## src/crmc_stop_timer.sv

```systemverilog
// Shared constants of the core regulator mode control block, and its stop-period timer.
// The timer counts enable ticks of a slower oscillator that arrive on the one core clock.

`timescale 1ns/1ps

package crmc_pkg;
  // Register byte offsets.
  localparam logic [7:0] OFF_PROTECT = 8'h00;
  localparam logic [7:0] OFF_REG_CTL = 8'h04;
  localparam logic [7:0] OFF_STATUS = 8'h08;
  // Protection key.
  localparam logic [15:0] PROTECT_UNLOCK = 16'h0096;
  localparam logic [15:0] PROTECT_RESET = 16'h0000;
  // Field positions in the regulator control register.
  localparam int VSEL_BIT = 0;
  localparam int DISCH_BIT = 1;
  localparam int OPMODE_LSB = 4;
  // Field positions in the status register.
  localparam int ST_HALT_BIT = 0;
  localparam int ST_ECO_BIT = 1;
  localparam int ST_LIGHT_BIT = 2;
  localparam int ST_RTC_HALT_BIT = 3;
  // Reset values: high voltage mode, no discharge, automatic operation.
  localparam logic VSEL_RESET = 1'b1;
  localparam logic DISCH_RESET = 1'b0;
  // Operating mode codes.
  localparam logic [1:0] OPMODE_AUTO = 2'h0;
  localparam logic [1:0] OPMODE_NORMAL = 2'h2;
  localparam logic [1:0] OPMODE_RESET = OPMODE_AUTO;
  // Stop period, in oscillator cycles.
  localparam int TIMER_W = 12;
  localparam logic [TIMER_W-1:0] INTERNAL_OSC_STOP_CYCLES = 12'h800;
  localparam logic [TIMER_W-1:0] SLOW_WAIT_0 = 12'h010;
  localparam logic [TIMER_W-1:0] SLOW_WAIT_1 = 12'h020;
  localparam logic [TIMER_W-1:0] SLOW_WAIT_2 = 12'h040;
  localparam logic [TIMER_W-1:0] SLOW_WAIT_3 = 12'h080;
endpackage : crmc_pkg

////////////////////////////////////////////////////////////////////////////////

module crmc_stop_timer #(
  parameter int W = 12
) (
  // Clock and reset.
  input wire logic core_clk,
  input wire logic srst,
  // Control.
  input wire logic start,
  input wire logic tick,
  input wire logic [W-1:0] length,
  // Status.
  output logic busy
);
  logic [W-1:0] count_reg;

  // A zero length is taken as one tick so that a stop never collapses to nothing.
  always_ff @(posedge core_clk) begin
    if (srst) begin
      count_reg <= '0;
      busy <= 1'b0;
    end else if (start) begin
      count_reg <= (length == '0) ? W'(1) : length;
      busy <= 1'b1;
    end else if (busy && tick) begin
      count_reg <= count_reg - W'(1);
      if (count_reg == W'(1)) begin
        busy <= 1'b0;
      end
    end
  end
endmodule : crmc_stop_timer

```

## src/crmc_core_regulator.sv

```systemverilog
// Core regulator mode control: operating mode, voltage mode, clock stop and discharge.
// Assumes oscillator activity flags and one-cycle oscillator ticks synchronous to core_clk.

`timescale 1ns/1ps

module crmc_core_regulator #(
  parameter logic [11:0] SLOW_WAIT_0 = crmc_pkg::SLOW_WAIT_0,
  parameter logic [11:0] SLOW_WAIT_1 = crmc_pkg::SLOW_WAIT_1,
  parameter logic [11:0] SLOW_WAIT_2 = crmc_pkg::SLOW_WAIT_2,
  parameter logic [11:0] SLOW_WAIT_3 = crmc_pkg::SLOW_WAIT_3
) (
  // Clock and reset.
  input wire logic core_clk,
  input wire logic srst,
  // Register port.
  input wire logic [7:0] addr,
  input wire logic [31:0] wdata,
  input wire logic wr_en,
  input wire logic rd_en,
  output logic [31:0] rdata,
  // Clock source state.
  input wire logic internal_oscillator_active,
  input wire logic slow_crystal_osc_active,
  input wire logic fast_crystal_osc_active,
  input wire logic external_clock_input_active,
  input wire logic sysclk_is_slow_crystal,
  input wire logic internal_oscillator_tick,
  input wire logic slow_crystal_osc_tick,
  input wire logic [1:0] slow_osc_wait_count,
  // Regulator and clock controls.
  output logic reg_economy,
  output logic reg_low_voltage,
  output logic reg_discharge,
  output logic sysclk_halt,
  output logic rtc_clk_halt
);
  typedef enum logic [1:0] {
    CRMC_IDLE = 2'b01,
    CRMC_HALT = 2'b10
  } crmc_state_t;

  crmc_state_t state_reg;
  crmc_state_t state_next;
  logic [15:0] protect_key_reg;
  logic voltage_mode_select_reg;
  logic supply_discharge_ctl_reg;
  logic [1:0] regulator_op_mode_reg;
  logic unlocked;
  logic ctl_wr;
  logic vsel_change;
  logic light_load;
  logic halt_slow_reg;
  logic halt_busy;
  logic rtc_busy;
  logic halt_tick;
  logic slow_tick;
  logic [11:0] slow_len;
  logic [11:0] halt_len;

  function automatic logic [11:0] slow_wait_len(input logic [1:0] sel);
    case (sel)
      2'h0: slow_wait_len = SLOW_WAIT_0;
      2'h1: slow_wait_len = SLOW_WAIT_1;
      2'h2: slow_wait_len = SLOW_WAIT_2;
      default: slow_wait_len = SLOW_WAIT_3;
    endcase
  endfunction : slow_wait_len

  ////////////////////////////////////////////////////////////////////////////////
  // Register writes.

  assign unlocked = (protect_key_reg == crmc_pkg::PROTECT_UNLOCK);
  assign ctl_wr = wr_en && (addr == crmc_pkg::OFF_REG_CTL) && unlocked;
  assign vsel_change = ctl_wr && (wdata[crmc_pkg::VSEL_BIT] != voltage_mode_select_reg);

  // The key itself is never protected, so software can always unlock or relock.
  always_ff @(posedge core_clk) begin
    if (srst) begin
      protect_key_reg <= crmc_pkg::PROTECT_RESET;
    end else if (wr_en && addr == crmc_pkg::OFF_PROTECT) begin
      protect_key_reg <= wdata[15:0];
    end
  end

  always_ff @(posedge core_clk) begin
    if (srst) begin
      voltage_mode_select_reg <= crmc_pkg::VSEL_RESET;
      supply_discharge_ctl_reg <= crmc_pkg::DISCH_RESET;
      regulator_op_mode_reg <= crmc_pkg::OPMODE_RESET;
    end else if (ctl_wr) begin
      voltage_mode_select_reg <= wdata[crmc_pkg::VSEL_BIT];
      supply_discharge_ctl_reg <= wdata[crmc_pkg::DISCH_BIT];
      regulator_op_mode_reg <= wdata[crmc_pkg::OPMODE_LSB +: 2];
    end
  end

  ////////////////////////////////////////////////////////////////////////////////
  // Register reads, one cycle after the strobe.

  always_ff @(posedge core_clk) begin
    if (srst) begin
      rdata <= 32'h0000_0000;
    end else if (rd_en) begin
      rdata <= 32'h0000_0000;
      case (addr)
        crmc_pkg::OFF_PROTECT: begin
          rdata[15:0] <= protect_key_reg;
        end
        crmc_pkg::OFF_REG_CTL: begin
          rdata[crmc_pkg::VSEL_BIT] <= voltage_mode_select_reg;
          rdata[crmc_pkg::DISCH_BIT] <= supply_discharge_ctl_reg;
          rdata[crmc_pkg::OPMODE_LSB +: 2] <= regulator_op_mode_reg;
        end
        crmc_pkg::OFF_STATUS: begin
          rdata[crmc_pkg::ST_HALT_BIT] <= sysclk_halt;
          rdata[crmc_pkg::ST_ECO_BIT] <= reg_economy;
          rdata[crmc_pkg::ST_LIGHT_BIT] <= light_load;
          rdata[crmc_pkg::ST_RTC_HALT_BIT] <= rtc_clk_halt;
        end
        default: begin
          rdata <= 32'h0000_0000;
        end
      endcase
    end else begin
      rdata <= 32'h0000_0000;
    end
  end

  ////////////////////////////////////////////////////////////////////////////////
  // Regulator operating mode.

  // Any running source other than the slow crystal means a real load.
  assign light_load = !internal_oscillator_active && !fast_crystal_osc_active
    && !external_clock_input_active;

  // Undefined mode codes fall back to normal, the safe choice for the supply.
  always_ff @(posedge core_clk) begin
    if (srst) begin
      reg_economy <= 1'b0;
    end else if (regulator_op_mode_reg == crmc_pkg::OPMODE_AUTO) begin
      reg_economy <= light_load;
    end else begin
      reg_economy <= 1'b0;
    end
  end

  always_ff @(posedge core_clk) begin
    if (srst) begin
      reg_low_voltage <= 1'b0;
      reg_discharge <= 1'b0;
    end else begin
      reg_low_voltage <= !voltage_mode_select_reg;
      reg_discharge <= supply_discharge_ctl_reg;
    end
  end

  ////////////////////////////////////////////////////////////////////////////////
  // System clock stop after a voltage mode change.

  // A stopped crystal raises no tick, so a stray pulse on its tick input is ignored.
  assign slow_tick = slow_crystal_osc_tick && slow_crystal_osc_active;
  assign slow_len = slow_wait_len(slow_osc_wait_count);
  assign halt_len = sysclk_is_slow_crystal ? slow_len
    : crmc_pkg::INTERNAL_OSC_STOP_CYCLES;
  assign halt_tick = halt_slow_reg ? slow_tick : internal_oscillator_tick;

  // The tick source is frozen when a stop begins, so a clock switch mid-stop cannot stretch it.
  always_ff @(posedge core_clk) begin
    if (srst) begin
      halt_slow_reg <= 1'b0;
    end else if (vsel_change && state_reg == CRMC_IDLE) begin
      halt_slow_reg <= sysclk_is_slow_crystal;
    end
  end

  always_comb begin
    state_next = state_reg;
    case (state_reg)
      CRMC_IDLE: begin
        if (vsel_change) begin
          state_next = CRMC_HALT;
        end
      end
      CRMC_HALT: begin
        if (!halt_busy) begin
          state_next = CRMC_IDLE;
        end
      end
      default: begin
        state_next = CRMC_IDLE;
      end
    endcase
  end

  always_ff @(posedge core_clk) begin
    if (srst) begin
      state_reg <= CRMC_IDLE;
    end else begin
      state_reg <= state_next;
    end
  end

  assign sysclk_halt = (state_reg == CRMC_HALT);

  crmc_stop_timer #(
    .W(crmc_pkg::TIMER_W)
  ) u_sys_timer (
    .core_clk(core_clk),
    .srst(srst),
    .start(vsel_change && state_reg == CRMC_IDLE),
    .tick(halt_tick),
    .length(halt_len),
    .busy(halt_busy)
  );

  // The real-time clock source stops for the slow crystal wait count at each change made while it is not already stopped.
  crmc_stop_timer #(
    .W(crmc_pkg::TIMER_W)
  ) u_rtc_timer (
    .core_clk(core_clk),
    .srst(srst),
    .start(vsel_change && !rtc_busy),
    .tick(slow_tick),
    .length(slow_len),
    .busy(rtc_busy)
  );

  assign rtc_clk_halt = rtc_busy;
endmodule : crmc_core_regulator

```

## config.mk

```make
export PLATFORM = sky130hd
export DESIGN_NAME = crmc_core_regulator
export DESIGN_NICKNAME = d
export VERILOG_FILES = /design/src/crmc_stop_timer.sv /design/src/crmc_core_regulator.sv
export SDC_FILE = /design/constraint.sdc
export NUM_CORES = 1
export LEC_CHECK = 0
export BUFFER_PORTS_ARGS = -buffer_cell sky130_fd_sc_hd__buf_4
export CAP_MARGIN = 0
export CORE_ASPECT_RATIO = 0.9
export CORE_MARGIN = 4
export CORE_UTILIZATION = 52
export CTS_CLUSTER_DIAMETER = 60
export DETAILED_ROUTE_END_ITERATION = 8
export GPL_TIMING_DRIVEN = 0
export HOLD_SLACK_MARGIN = 0.08
export PLACE_DENSITY = 0.83
export REMOVE_ABC_BUFFERS = 1
export SYNTH_ARGS = -nofsm -noshare
export SYNTH_HDL_FRONTEND = slang
export SYNTH_SLANG_ARGS = --single-unit
```

## constraint.sdc

```tcl
create_clock -name core_clk -period 2.02 [get_ports core_clk]
set_input_delay 0.303 -clock core_clk [delete_from_list [all_inputs] [get_ports core_clk]]
set_output_delay 0.303 -clock core_clk [all_outputs]
set_load 0.05 [all_outputs]
```

---- Word-level counts from Yosys, hierarchy flattened ----
Index checks and enable logic that the tools add are counted.
word-level totals
  bits in registers ....................... 84
  output and inout port bits .............. 37
operators by class
  $add $sub $neg .......................... 2
  eq/ne operators ......................... 12
  muxes and demuxes ....................... 21
  bitwise logic cells ..................... 3
  reductions and logical operators ........ 31
operators by type and width
  operator               count
  $mux 12                6
  $eq 12x1->1 const B    2
  $logic_not 12->1       2
  $pmux 8 s3             1
  $sub 12x1->12 const B  2
  $eq 16x8->1 const B    1
  $pmux 2 s2             3
  $logic_and 1x1->1      11
  $eq 8x3->1 const B     1
  $eq 8x4->1 const B     1
  $logic_not 8->1        1
  $mux 8                 1
  $reduce_bool 2->1      4
  $mux 1                 7
  $pmux 2 s3             1
  $reduce_and 2->1       3
  $logic_not 1->1        5
  $eq 2x1->1 const B     2
  $eq 2x2->1 const B     2
  $logic_not 2->1        2
  $mux 2                 2
  $ne 2x2->1 const B     2
  $reduce_or 2->1        2
  $not 1->1              3
  2 further kinds        2

---- Depth between registers and ports, before layout ----
Gate-level depths: netlist of run 1.
  depth in word-level cells ............... 7
  mapped depth ............................ 7
  gate-level depth less buffers ........... 7

---- Modules after synthesis ----
From an unflattened synthesis of run 1, not the netlist that was laid out.
unflattened totals
  cells, all modules ...................... 375
  area total of the unflattened synthesis .. 3245.6 um^2
by module, submodules not included
  module                         times used  cells an instance  area each (um^2)  sequential area each (um^2)
  crmc_core_regulator            1           202                1761.7            840.8
  crmc_stop_timer (u_rtc_timer)  1           87                 760.7             260.2
  crmc_stop_timer (u_sys_timer)  1           86                 723.2             260.2

---- Worst setup path after synthesis of run 1 ----
OpenSTA, ideal clock, no wires.
  path type ............................... reg2reg
  start ................................... register u_rtc_timer.busy
  end ..................................... register u_rtc_timer.count_reg[11]
  arrival time ............................ 1.790 ns
  required time ........................... 1.942 ns
  setup slack ............................. 0.152 ns
  stages on the path, launching flop included .. 6
  path buffers ............................ 0
  clock period less this slack ............ 1.868 ns
  cells stage by stage .................... dfxtp_1 > nand3_1 > nor4_4 > nand3b_1 > xor2_1 > nor3_1
between the ends
  longest elaborated chain between the ends .. 3
  elaborated cells on any way between the ends .. 5
ends and longest elaborated chain
  item                                          RTL line                    RTL
  start, declared                               crmc_stop_timer.sv:52       output logic busy
  start signal, assigned                        crmc_stop_timer.sv:60       busy <= 1'b0;
  start signal, assigned                        crmc_stop_timer.sv:63       busy <= 1'b1;
  start signal, assigned                        crmc_stop_timer.sv:67       busy <= 1'b0;
  $logic_not 1->1                               crmc_core_regulator.sv:222  .start(vsel_change && !rtc_busy),
  $logic_and 1x1->1                             crmc_core_regulator.sv:222
  $mux 12 or $reduce_bool 2->1 (tied branches)  --
  end signal, assigned                          crmc_stop_timer.sv:62       count_reg <= (length == '0) ? W'(1) : length;
  end signal, assigned                          crmc_stop_timer.sv:65       count_reg <= count_reg - W'(1);
  end, declared                                 crmc_stop_timer.sv:54       logic [W-1:0] count_reg;
Several ways; a longest one is shown, not always the timed one.
A chain may end at the register's enable or synchronous reset.

---- Worst setup path after layout of run 1 ----
  start ................................... register protect_key_reg[11]
  end ..................................... register u_rtc_timer.count_reg[1]
between the ends
  longest elaborated chain between the ends .. 5
  elaborated cells on any way between the ends .. 6
ends and longest elaborated chain
  item                                          RTL line                    RTL
  start, declared                               crmc_core_regulator.sv:44   logic [15:0] protect_key_reg;
  start signal, assigned                        crmc_core_regulator.sv:79   protect_key_reg <= crmc_pkg::PROTECT_RESET;
  start signal, assigned                        crmc_core_regulator.sv:81   protect_key_reg <= wdata[15:0];
  $eq 16x8->1 (*)                               crmc_core_regulator.sv:72   assign unlocked = (protect_key_reg == crmc_pkg::PROTECT_UNLOCK);
  $logic_and 1x1->1 (*)                         crmc_core_regulator.sv:73   assign ctl_wr = wr_en && (addr == crmc_pkg::OFF_REG_CTL) && unlocked;
  $logic_and 1x1->1 (*)                         crmc_core_regulator.sv:74   assign vsel_change = ctl_wr && (wdata[crmc_pkg::VSEL_BIT] != voltage_mode_select_reg);
  $logic_and 1x1->1 (*)                         crmc_core_regulator.sv:222
  $mux 12 or $reduce_bool 2->1 (tied branches)  --
Mark *: on every way between the ends. The rest lies on a longest branch, timed or not.

==> results of run 1 <==
-- critical path: stages, from the launching register on --
cell     delay, ns
dfxtp_1       0.33
nor4_2        0.41
nand4_1       0.15
buf_4         0.19
or4_4         0.47
a31oi_1       0.19
nor2_1        0.06
-- stage by stage --
step	hold slack, ns	instances	power, uW	util
CTS	0.174	459	2810	0.653
detailed placement	0.447	443	1550	0.610
global placement	0.436	443	1550	0.609
global route	0.176	462	2880	0.661
finish	0.184	462	2800	0.661
floorplan	0.368	316	1460	-
-- Yosys cell counts (7+ instances only) --
library cell | count | share of area
and2_1 | 12 | 0.024
nor4_1 | 7 | 0.014
nand3_1 | 8 | 0.013
xor2_1 | 13 | 0.036
mux2i_1 | 28 | 0.090
inv_1 | 8 | 0.0096
xnor2_1 | 7 | 0.020
nor3_1 | 17 | 0.027
nor2_1 | 43 | 0.052
buf_4 | 18 | 0.043
nand2_1 | 16 | 0.019
dfxtp_1 | 68 | 0.44
a21oi_1 | 11 | 0.018
-- power by group through the flow --
stage / Sequential [uW] / Combinational (uW) / Clock [uW]
floorplan: 1370 / 86.0 / 0
global placement: 1370 / 175 / 0
detailed placement: 1370 / 177 / 0
CTS: 1340 / 178 / 1290
global route: 1340 / 193 / 1350
finish: 1340 / 182 / 1270
-- cells by family (layout without fill, tap and decap cells) --
group,after synthesis,after routing,synth area share
simple gates,148,148,0.278
other cells,1,16,0.00120
flops,68,68,0.436
xor+xnor,20,20,0.0561
fa+ha+maj,4,4,0.0160
buf+inv,36,84,0.0689
mux,28,28,0.0898
compound gates,24,24,0.0541
-- per-layer routing --
metal  vias up  part of all wire
li1       1223                 -
met1      1154              0.43
met2        85              0.49
met3        11             0.067
met4         0             0.017
met5         -                 0
-- final cells by class --
class | instances | area share
timing repair buffer | 60 | 0.118
multi-input combinational | 240 | 0.433
clock buffer | 13 | 0.0417
tap | 70 | 0.0230
inverter | 8 | 0.00789
sequential | 68 | 0.358
clock inverter | 3 | 0.0181
-- how the worst max path moves through the flow --
| stage | from | endpoint | slack, ns | depth (start not counted) |
|---|---|---|---|---|
| 5_1_grt | protect_key_reg[11] | state_reg[0] | 0.01 | 5 |
| 3_3_place_gp | addr[1] | u_rtc_timer.count_reg[7] | -0.61 | 6 |
| 6_report | protect_key_reg[11] | u_rtc_timer.count_reg[1] | 0.1 | 6 |
| 3_5_place_dp | srst | rdata[14] | -0.24 | 5 |
| 4_1_cts | protect_key_reg[11] | u_rtc_timer.count_reg[5] | 0.02 | 5 |
| 2_1_floorplan | protect_key_reg[10] | u_rtc_timer.count_reg[5] | 0.003 | 5 |
-- repair_timing --
action | in CTS | in global routing
setup buffers | 0 | 3
resized for setup | 3 | 4
endpoints found under the setup margin | 11 | 22
pin swaps | 0 | 2
hold endpoints to repair | 0 | 0
cloned | 0 | 0
==> out/summary.txt, run 1 <==
FMAX = 520 MHz
Final Max Slew Viols = 0
Measured slew at the worst slew-check pin = 0.914 ns
Global route total overflow = 0
Die ar. = 7310 um2
Design Area, Final = 3810 um2
Worst setup margin = 0.0957 ns
Iter 0 DRT Violations = 182
Dpl ws = -0.243 ns
Logic pwr share = 0.065
DRC = 0
Nets@finish = 444
M2 GR Usage = 0.326
Cells after synthesis = 329
Initial Util = 0.542
Row cnt = 26
Drt first pass iters = 4
Clock buffer depth = 2
Met1 Usage GRT = 0.260
P_int = 2170 uW
Vias in the first global route = 2426
Initial antenna violation count = 0
CP Launch Type = flip-flop
CP required = 2.24 ns
Switching power = 632 uW
Most frequent cells in the layout = 68 x dfxtp_1, 60 x buf_4, 43 x nor2_1
ANT cells = 0
Fin. Hold Viols = 0
I/O pin count = 90
Yosys cell types = 46
PD cells = 735 nW/um2
Internal reg-to-reg setup slack = 0.1 ns
First-pass GRT wire length = 11.5 mm
VDD IR max = 556 uV
Reg2reg start = protect_key_reg[11]
Largest net degree at the start of global routing = 50
Synth Area per Inst = 9.49 um2
Clock Skew = 0.0111 ns
Unrepaired setup endpoints after global routing = false
Fraction of layout cells with a size suffix above 1 = 0.240
DPL Wire Length = 4.83 mm
Syn-to-layout area delta = 21.9%
Worst hold path cell count = 3
Placer Congestion = 0.817
Clock sinks = 68
Vias = 2473
Worst rel slew slack = 0.391
FF-to-FF End = u_rtc_timer.count_reg[1]
Via density = 5.35
# setup viols final = 0
CTS Root Cell = clkbuf_8
Number of synthesized flops with an enable pin = 0
Inserted Clock Buffers = 9
Flip-flop and latch count after synthesis = 68
WS Path Type = reg -> reg
Most common cell after layout, fill and taps aside = dfxtp_1
Status = finished, final reports clean
Die H = 81.5 um
Worst R2R Path Depth = 6
Clock power frac = 0.455
Primary FF master, synth = dfxtp_1
CP Data Arrival Time = 2.14 ns
Clk slew on worst S/H paths = 0.07 ns
Sequential Power Share = 0.479
Multi-input logic area = 1650 um2
Core area = 5760 um2
Crit end category = flip-flop
H-Tree Level Count = 3
CTS tree = done
Die Wd = 89.7 um
Fillcell total = 451
Total routing usage reported by global routing = 0.206
Met3 Use GR = 0.0582
IO Port Bufs = 57
Dpl cell area = 3510 um2
Hold_sp = wdata[10]
Final wirelength = 7.09 mm
Final ANT Viol Nets = 0
Switching fraction of total power = 0.226
Tmin final = 1.92 ns
Register Area = 1360 um2
Synthesized area = 3120 um2
Ys Warns = 0
CTS Hold Bufs = 0
Period utilization = 0.953
Post-synthesis sequential area ratio = 0.436
GRT busiest layer = met2
Max-Cap Viols = 0
Routed len/inst = 15.4 um
Clock latency on the worst-skew pair = 0.35 ns
Leak pwr = 0.00164 uW
HP Class = in -> reg
Ys async rst share = 0
Hold Crit Endpoint = protect_key_reg[10]
Crit-path max FO = 6
Post-Route Setup TNS = 0 ns
Note: power is estimated with default switching activity, not from simulation.
==> run 2: changes to the inputs <==
--- a/config.mk
+++ b/config.mk
@@ -15,6 +15,7 @@
 export GPL_TIMING_DRIVEN = 0
 export HOLD_SLACK_MARGIN = 0.08
 export PLACE_DENSITY = 0.83
+export RECOVER_POWER = 50
 export REMOVE_ABC_BUFFERS = 1
 export SYNTH_ARGS = -nofsm -noshare
 export SYNTH_HDL_FRONTEND = slang
==> run 2 against run 1 <==
Flip-flop and latch count did not move; combinational power is essentially flat; worst hold slack improved by 0.0011 ns; clock-buffer cell count stayed put; total power barely moved; critical path depth fell by 1; first-iteration DRC count decreased by 2.2%; largest power group unchanged; highest routed layer unchanged.
==> out/summary.txt, run 2 (synthesis gave the netlist of run 1 again) <==
# setup viols final = 0 (unchanged)
CP Launch Type = flip-flop
Non-filler cells, final = 462 (unchanged)
Worst rel slew slack = 0.387 (-0.00396)
Crit-path max cell delay = 0.57 ns (+0.10 ns)
Most common cell after layout, fill and taps aside = dfxtp_1
WS Path Type = reg -> reg
Crit path cell chain = nor4b_2 -> nand3_2 -> nor3_1 -> mux2i_1 -> nor2_1
Measured slew at the worst slew-check pin = 0.920 ns (+0.00594 ns)
Die ar. = 7310 um2 (unchanged)
DPL Wire Length = 4.83 mm (unchanged)
Design Area, Final = 3720 um2 (-2.3%)
Row cnt = 26 (unchanged)
Reg2reg start = protect_key_reg[10]
HP Class = in -> reg
Worst R2R Path Depth = 5 (-1)
Core area = 5760 um2 (unchanged)
CTS tree = done
Final Max Slew Viols = 0 (unchanged)
Post-Route Setup TNS = 0 ns (unchanged)
Clock buffer depth = 2 (unchanged)
P_int = 2160 uW (about the same)
Period utilization = 0.955 (+0.00196)
Most frequent cells in the layout = 68 x dfxtp_1, 43 x nor2_1, 38 x buf_4
Hold_sp = wdata[10]
Final wirelength = 7.07 mm (-0.28%)
Fraction of layout cells with a size suffix above 1 = 0.184 (-0.0561)
Die Wd = 89.7 um (unchanged)
Worst hold path cell count = 3 (unchanged)
Placer Congestion = 0.817 (unchanged)
Switching power = 630 uW (-0.31%)
Fin Hold WS = 0.185 ns (+0.00111 ns)
VDD IR max = 555 uV (-0.19%)
Syn-to-layout area delta = 19.2%
First-pass GRT wire length = 11.5 mm (unchanged)
Total routing usage reported by global routing = 0.206 (unchanged)
Tmin final = 1.93 ns (+0.00395 ns)
Overall power = 2790 uW (about the same)
FMAX = 519 MHz (-0.20%)
Hold Crit Endpoint = protect_key_reg[10]
H-Tree Level Count = 3 (unchanged)
Initial Util = 0.542 (unchanged)
Clk slew on worst S/H paths = 0.07 ns (about the same)
ANT cells = 0 (unchanged)
Inserted Clock Buffers = 9 (unchanged)
Crit-path max FO = 4 (-2)
Sequential Power Share = 0.480 (about the same)
DRC = 0 (unchanged)
Crit end category = flip-flop
Vias in the first global route = 2426 (unchanged)
Switching fraction of total power = 0.225 (-0.000497)
Clock Skew = 0.0106 ns (-0.000492 ns)
Dpl cell area = 3510 um2 (unchanged)
Routed len/inst = 15.3 um (-0.28%)
Clock sinks = 68 (unchanged)
Vias = 2485 (+0.49%)
Max-Cap Viols = 0 (unchanged)
Initial antenna violation count = 0 (unchanged)
Largest net degree at the start of global routing = 50 (unchanged)
Final ANT Viol Nets = 0 (unchanged)
Nets@finish = 444 (unchanged)
CTS Root Cell = clkbuf_8
Fin. Hold Viols = 0 (unchanged)
CP Data Arrival Time = 2.15 ns (about the same)
Die H = 81.5 um (unchanged)
Placed instance count = 443 (unchanged)
Crit-path slowest cell = nor3_1
IO Port Bufs = 57 (unchanged)
Clock latency on the worst-skew pair = 0.35 ns (about the same)
FF-to-FF End = regulator_op_mode_reg[1]
CP required = 2.24 ns (about the same)
I/O pin count = 90 (unchanged)
Clock power frac = 0.455 (about the same)
Global route total overflow = 0 (unchanged)
PD cells = 751 nW/um2 (+2.2%)
Iter 0 DRT Violations = 178 (-2.2%)
Leak pwr = 0.00154 uW (-6.1%)
Drt first pass iters = 4 (unchanged)
Internal reg-to-reg setup slack = 0.09 ns (about the same)
Status = finished, final reports clean
Logic pwr share = 0.065 (about the same)
Via density = 5.38 (+0.49%)
==> run 2: final cells by class <==
class	instances	area, um2
Fill cell	477	2040
Multi-Input combinational cell	240	1640
Sequential cell	68	1360
Timing Repair Buffer	60	369
Clock buffer	13	159
Tap cell	70	87.6
Clock inverter	3	68.8
Inverter	8	30.0
==> run 2: worst max-delay path, delay by kind of cell (launching register included) <==
kind	cells	cell delay [ns]
flip-flops	1	0.34
multiplexers	1	0.27
AND/OR/NAND/NOR	4	1.20
==> run 2: metrics by stage <==
step | utilization | setup slack (ns)
final | 0.646 | 0.0917
after detailed placement | 0.610 | -0.243
after global routing | 0.646 | -0.0181
after global placement | 0.609 | -0.607
after floorplan | - | 0.00302
after CTS | 0.653 | 0.0197
==> run 2: per-layer routing <==
metal | global-route usage | vias up | share of wire
li1 | - | 1224 | -
met1 | 0.260 | 1174 | 0.43
met2 | 0.326 | 76 | 0.49
met3 | 0.0582 | 11 | 0.064
met4 | 0.0893 | 0 | 0.018
met5 | 0 | - | 0
==> run 2: timing repair <==
item / 4_1_cts / 5_1_grt
pin swaps: 0 / 2
resized for setup: 3 / 4
hold buffers: 0 / 0
endpoints found under the setup margin: 11 / 22
setup buffers: 0 / 3
==> run 2: power by group through the flow <==
| stage | clock network (uW) | logic [uW] | registers [uW] |
|---|---|---|---|
| floorplan | 0 | 86.0 | 1370 |
| global placement | 0 | 175 | 1370 |
| detailed placement | 0 | 177 | 1370 |
| CTS | 1290 | 178 | 1340 |
| global route | 1350 | 192 | 1340 |
| finish | 1270 | 181 | 1340 |
==> run 2: how the worst max path moves through the flow <==
| stage | start | end | slack (ns) | cells after the start |
|---|---|---|---|---|
| after floorplan | protect_key_reg[10] | u_rtc_timer.count_reg[5] | 0.003 | 5 |
| after global placement | addr[1] | u_rtc_timer.count_reg[7] | -0.61 | 6 |
| after detailed placement | srst | rdata[14] | -0.24 | 5 |
| after CTS | protect_key_reg[11] | u_rtc_timer.count_reg[5] | 0.02 | 5 |
| after global routing | protect_key_reg[10] | regulator_op_mode_reg[1] | -0.02 | 5 |
| final | protect_key_reg[10] | regulator_op_mode_reg[1] | 0.09 | 5 |
==> run 3: changes to the inputs <==
--- a/config.mk
+++ b/config.mk
@@ -7,7 +7,6 @@
 export LEC_CHECK = 0
 export BUFFER_PORTS_ARGS = -buffer_cell sky130_fd_sc_hd__buf_4
 export CAP_MARGIN = 0
-export CORE_ASPECT_RATIO = 0.9
 export CORE_MARGIN = 4
 export CORE_UTILIZATION = 52
 export CTS_CLUSTER_DIAMETER = 60
==> run 3 against run 2 <==
Design area down 0.40%; register-to-register slack is essentially flat; total power down 4.3%; largest cell class unchanged; utilization rose by 0.68 points; clock skew is 0.0043 ns lower; sequential share of layout area up 0.15 points; die area is essentially flat; non-clock buffer count shrank 1.
==> out/summary.txt, run 3 (synthesis gave the netlist of run 1 again) <==
Status = finished, final reports clean
Final wirelength = 6.70 mm (-5.3%)
CP required = 2.23 ns (about the same)
Max-Cap Viols = 0 (unchanged)
Die Wd = 85.5 um (-4.7%)
Tmin final = 1.93 ns (+0.000663 ns)
Final Max Slew Viols = 0 (unchanged)
FMAX = 518 MHz (about the same)
CTS Root Cell = clkbuf_8
Placer Congestion = 0.830 (+1.6%)
Clock power frac = 0.432 (-0.023)
H-Tree Level Count = 3 (unchanged)
Top Layer Used = met4
Final core area utilization = 0.653 (+0.00675)
Worst rel slew slack = 0.388 (+0.00108)
Measured slew at the worst slew-check pin = 0.918 ns (-0.00163 ns)
Placed instance count = 445 (+0.45%)
Global route total overflow = 0 (unchanged)
DRC = 0 (unchanged)
Most common cell after layout, fill and taps aside = dfxtp_1
Row cnt = 27 (+3.8%)
Switching fraction of total power = 0.239 (+0.0131)
Core area = 5680 um2 (-1.4%)
Initial Util = 0.550 (+0.00789)
IO Port Bufs = 57 (unchanged)
Vias = 2450 (-1.4%)
Dpl cell area = 3520 um2 (about the same)
Fraction of layout cells with a size suffix above 1 = 0.189 (+0.00558)
Leak pwr = 0.00152 uW (-0.93%)
Period utilization = 0.955 (about the same)
Routed len/inst = 14.5 um (-5.5%)
First-pass GRT wire length = 10.9 mm (-4.7%)
Iter 0 DRT Violations = 70 (-61%)
CTS Hold Bufs = 0 (unchanged)
Sequential Power Share = 0.501 (+0.021)
Design Area, Final = 3700 um2 (-0.40%)
Unrepaired setup endpoints after global routing = false
Clock buffer depth = 2 (unchanged)
CP Data Arrival Time = 2.14 ns (about the same)
Inserted Clock Buffers = 9 (unchanged)
Die H = 85.5 um (+4.9%)
P_int = 2040 uW (-5.9%)
Syn-to-layout area delta = 18.7%
Fin. Hold Viols = 0 (unchanged)
Largest net degree at the start of global routing = 50 (unchanged)
Final ANT Viol Nets = 0 (unchanged)
Nets@finish = 443 (-0.23%)
Switching power = 638 uW (+1.3%)
Clk slew on worst S/H paths = 0.07 ns (about the same)
Logic pwr share = 0.067 (+0.002)
Non-filler cells, final = 463 (+0.22%)
Crit end category = flip-flop
HP Class = in -> reg
Initial antenna violation count = 0 (unchanged)
Most frequent cells in the layout = 68 x dfxtp_1, 43 x nor2_1, 37 x buf_4
ANT cells = 0 (unchanged)
CTS tree = done
Via density = 5.29 (-1.6%)
CP Launch Type = flip-flop
# setup viols final = 0 (unchanged)
Clock Skew = 0.00632 ns (-0.00428 ns)
WS Path Type = reg -> reg
Total routing usage reported by global routing = 0.189 (-0.0166)
Metal-1 WL = 2.83 mm (-6.5%)
PD cells = 722 nW/um2 (-3.9%)
Crit-path max FO = 6 (+2)
Drt first pass iters = 4 (unchanged)
Met2 WL = 3.32 mm (-4.3%)
Clock latency on the worst-skew pair = 0.34 ns (about the same)
Overall power = 2680 uW (-4.3%)
I/O pin count = 90 (unchanged)
Clock sinks = 68 (unchanged)
DPL Wire Length = 4.75 mm (-1.7%)
VDD IR max = 629 uV (+13%)
Met3 routed WL = 379 um (-16%)
Vias in the first global route = 2426 (unchanged)
Die ar. = 7310 um2 (about the same)
==> run 3: per-layer routing <==
layer,up-vias,GRT usage
met5,-,0
met4,0,0.106
met2,63,0.312
li1,1224,-
met3,15,0.0505
met1,1148,0.221
==> run 3: timing repair <==
| item | CTS | global route |
|---|---|---|
| pin swaps | 0 | 1 |
| setup endpoints to repair | 10 | 19 |
| resized for setup | 2 | 5 |
| hold endpoints to repair | 0 | 0 |
| setup buffers | 0 | 2 |
==> run 3: power groups by stage <==
stage          sequential (uW)  combinational [uW]  clock, uW
3_3_place_gp              1370                 175          0
3_5_place_dp              1370                 176          0
4_1_cts                   1340                 177       1180
6_report                  1340                 179       1160
2_1_floorplan             1370                86.0          0
5_1_grt                   1340                 189       1230
==> run 3: final timing paths <==
path	start	to	slack, ns	cells past startpoint
worst min register to register	regulator_op_mode_reg[1]	reg_economy	0.46	1
worst max register to register	protect_key_reg[11]	u_rtc_timer.count_reg[1]	0.09	5
worst min-delay path	wdata[6]	protect_key_reg[6]	0.19	3
worst max-delay path	protect_key_reg[11]	u_rtc_timer.count_reg[1]	0.09	5
==> run 3: area by class of cell <==
cell class	instances	area, um2
Tap cell	72	90.1
Clock buffer	11	151
Timing Repair Buffer	59	364
Fill cell	487	1970
Sequential cell	68	1360
Multi-Input combinational cell	240	1650
Clock inverter	5	58.8
Inverter	8	30.0
==> run 3: worst max-delay path: stages (launching register included) <==
cell and delay, ns:
dfxtp_1 0.33, nor4_2 0.37, nand4_1 0.30, or4_4 0.55
a31oi_1 0.19, nor2_1 0.05
==> run 3: stage by stage <==
stage	hold slack [ns]	worst slack, ns	TNS [ns]
2_1_floorplan	0.368	0.00302	0
3_3_place_gp	0.435	-0.609	-6.11
3_5_place_dp	0.452	-0.205	-3.83
4_1_cts	0.179	0.0369	0
5_1_grt	0.193	0.0158	0
6_report	0.192	0.0911	0
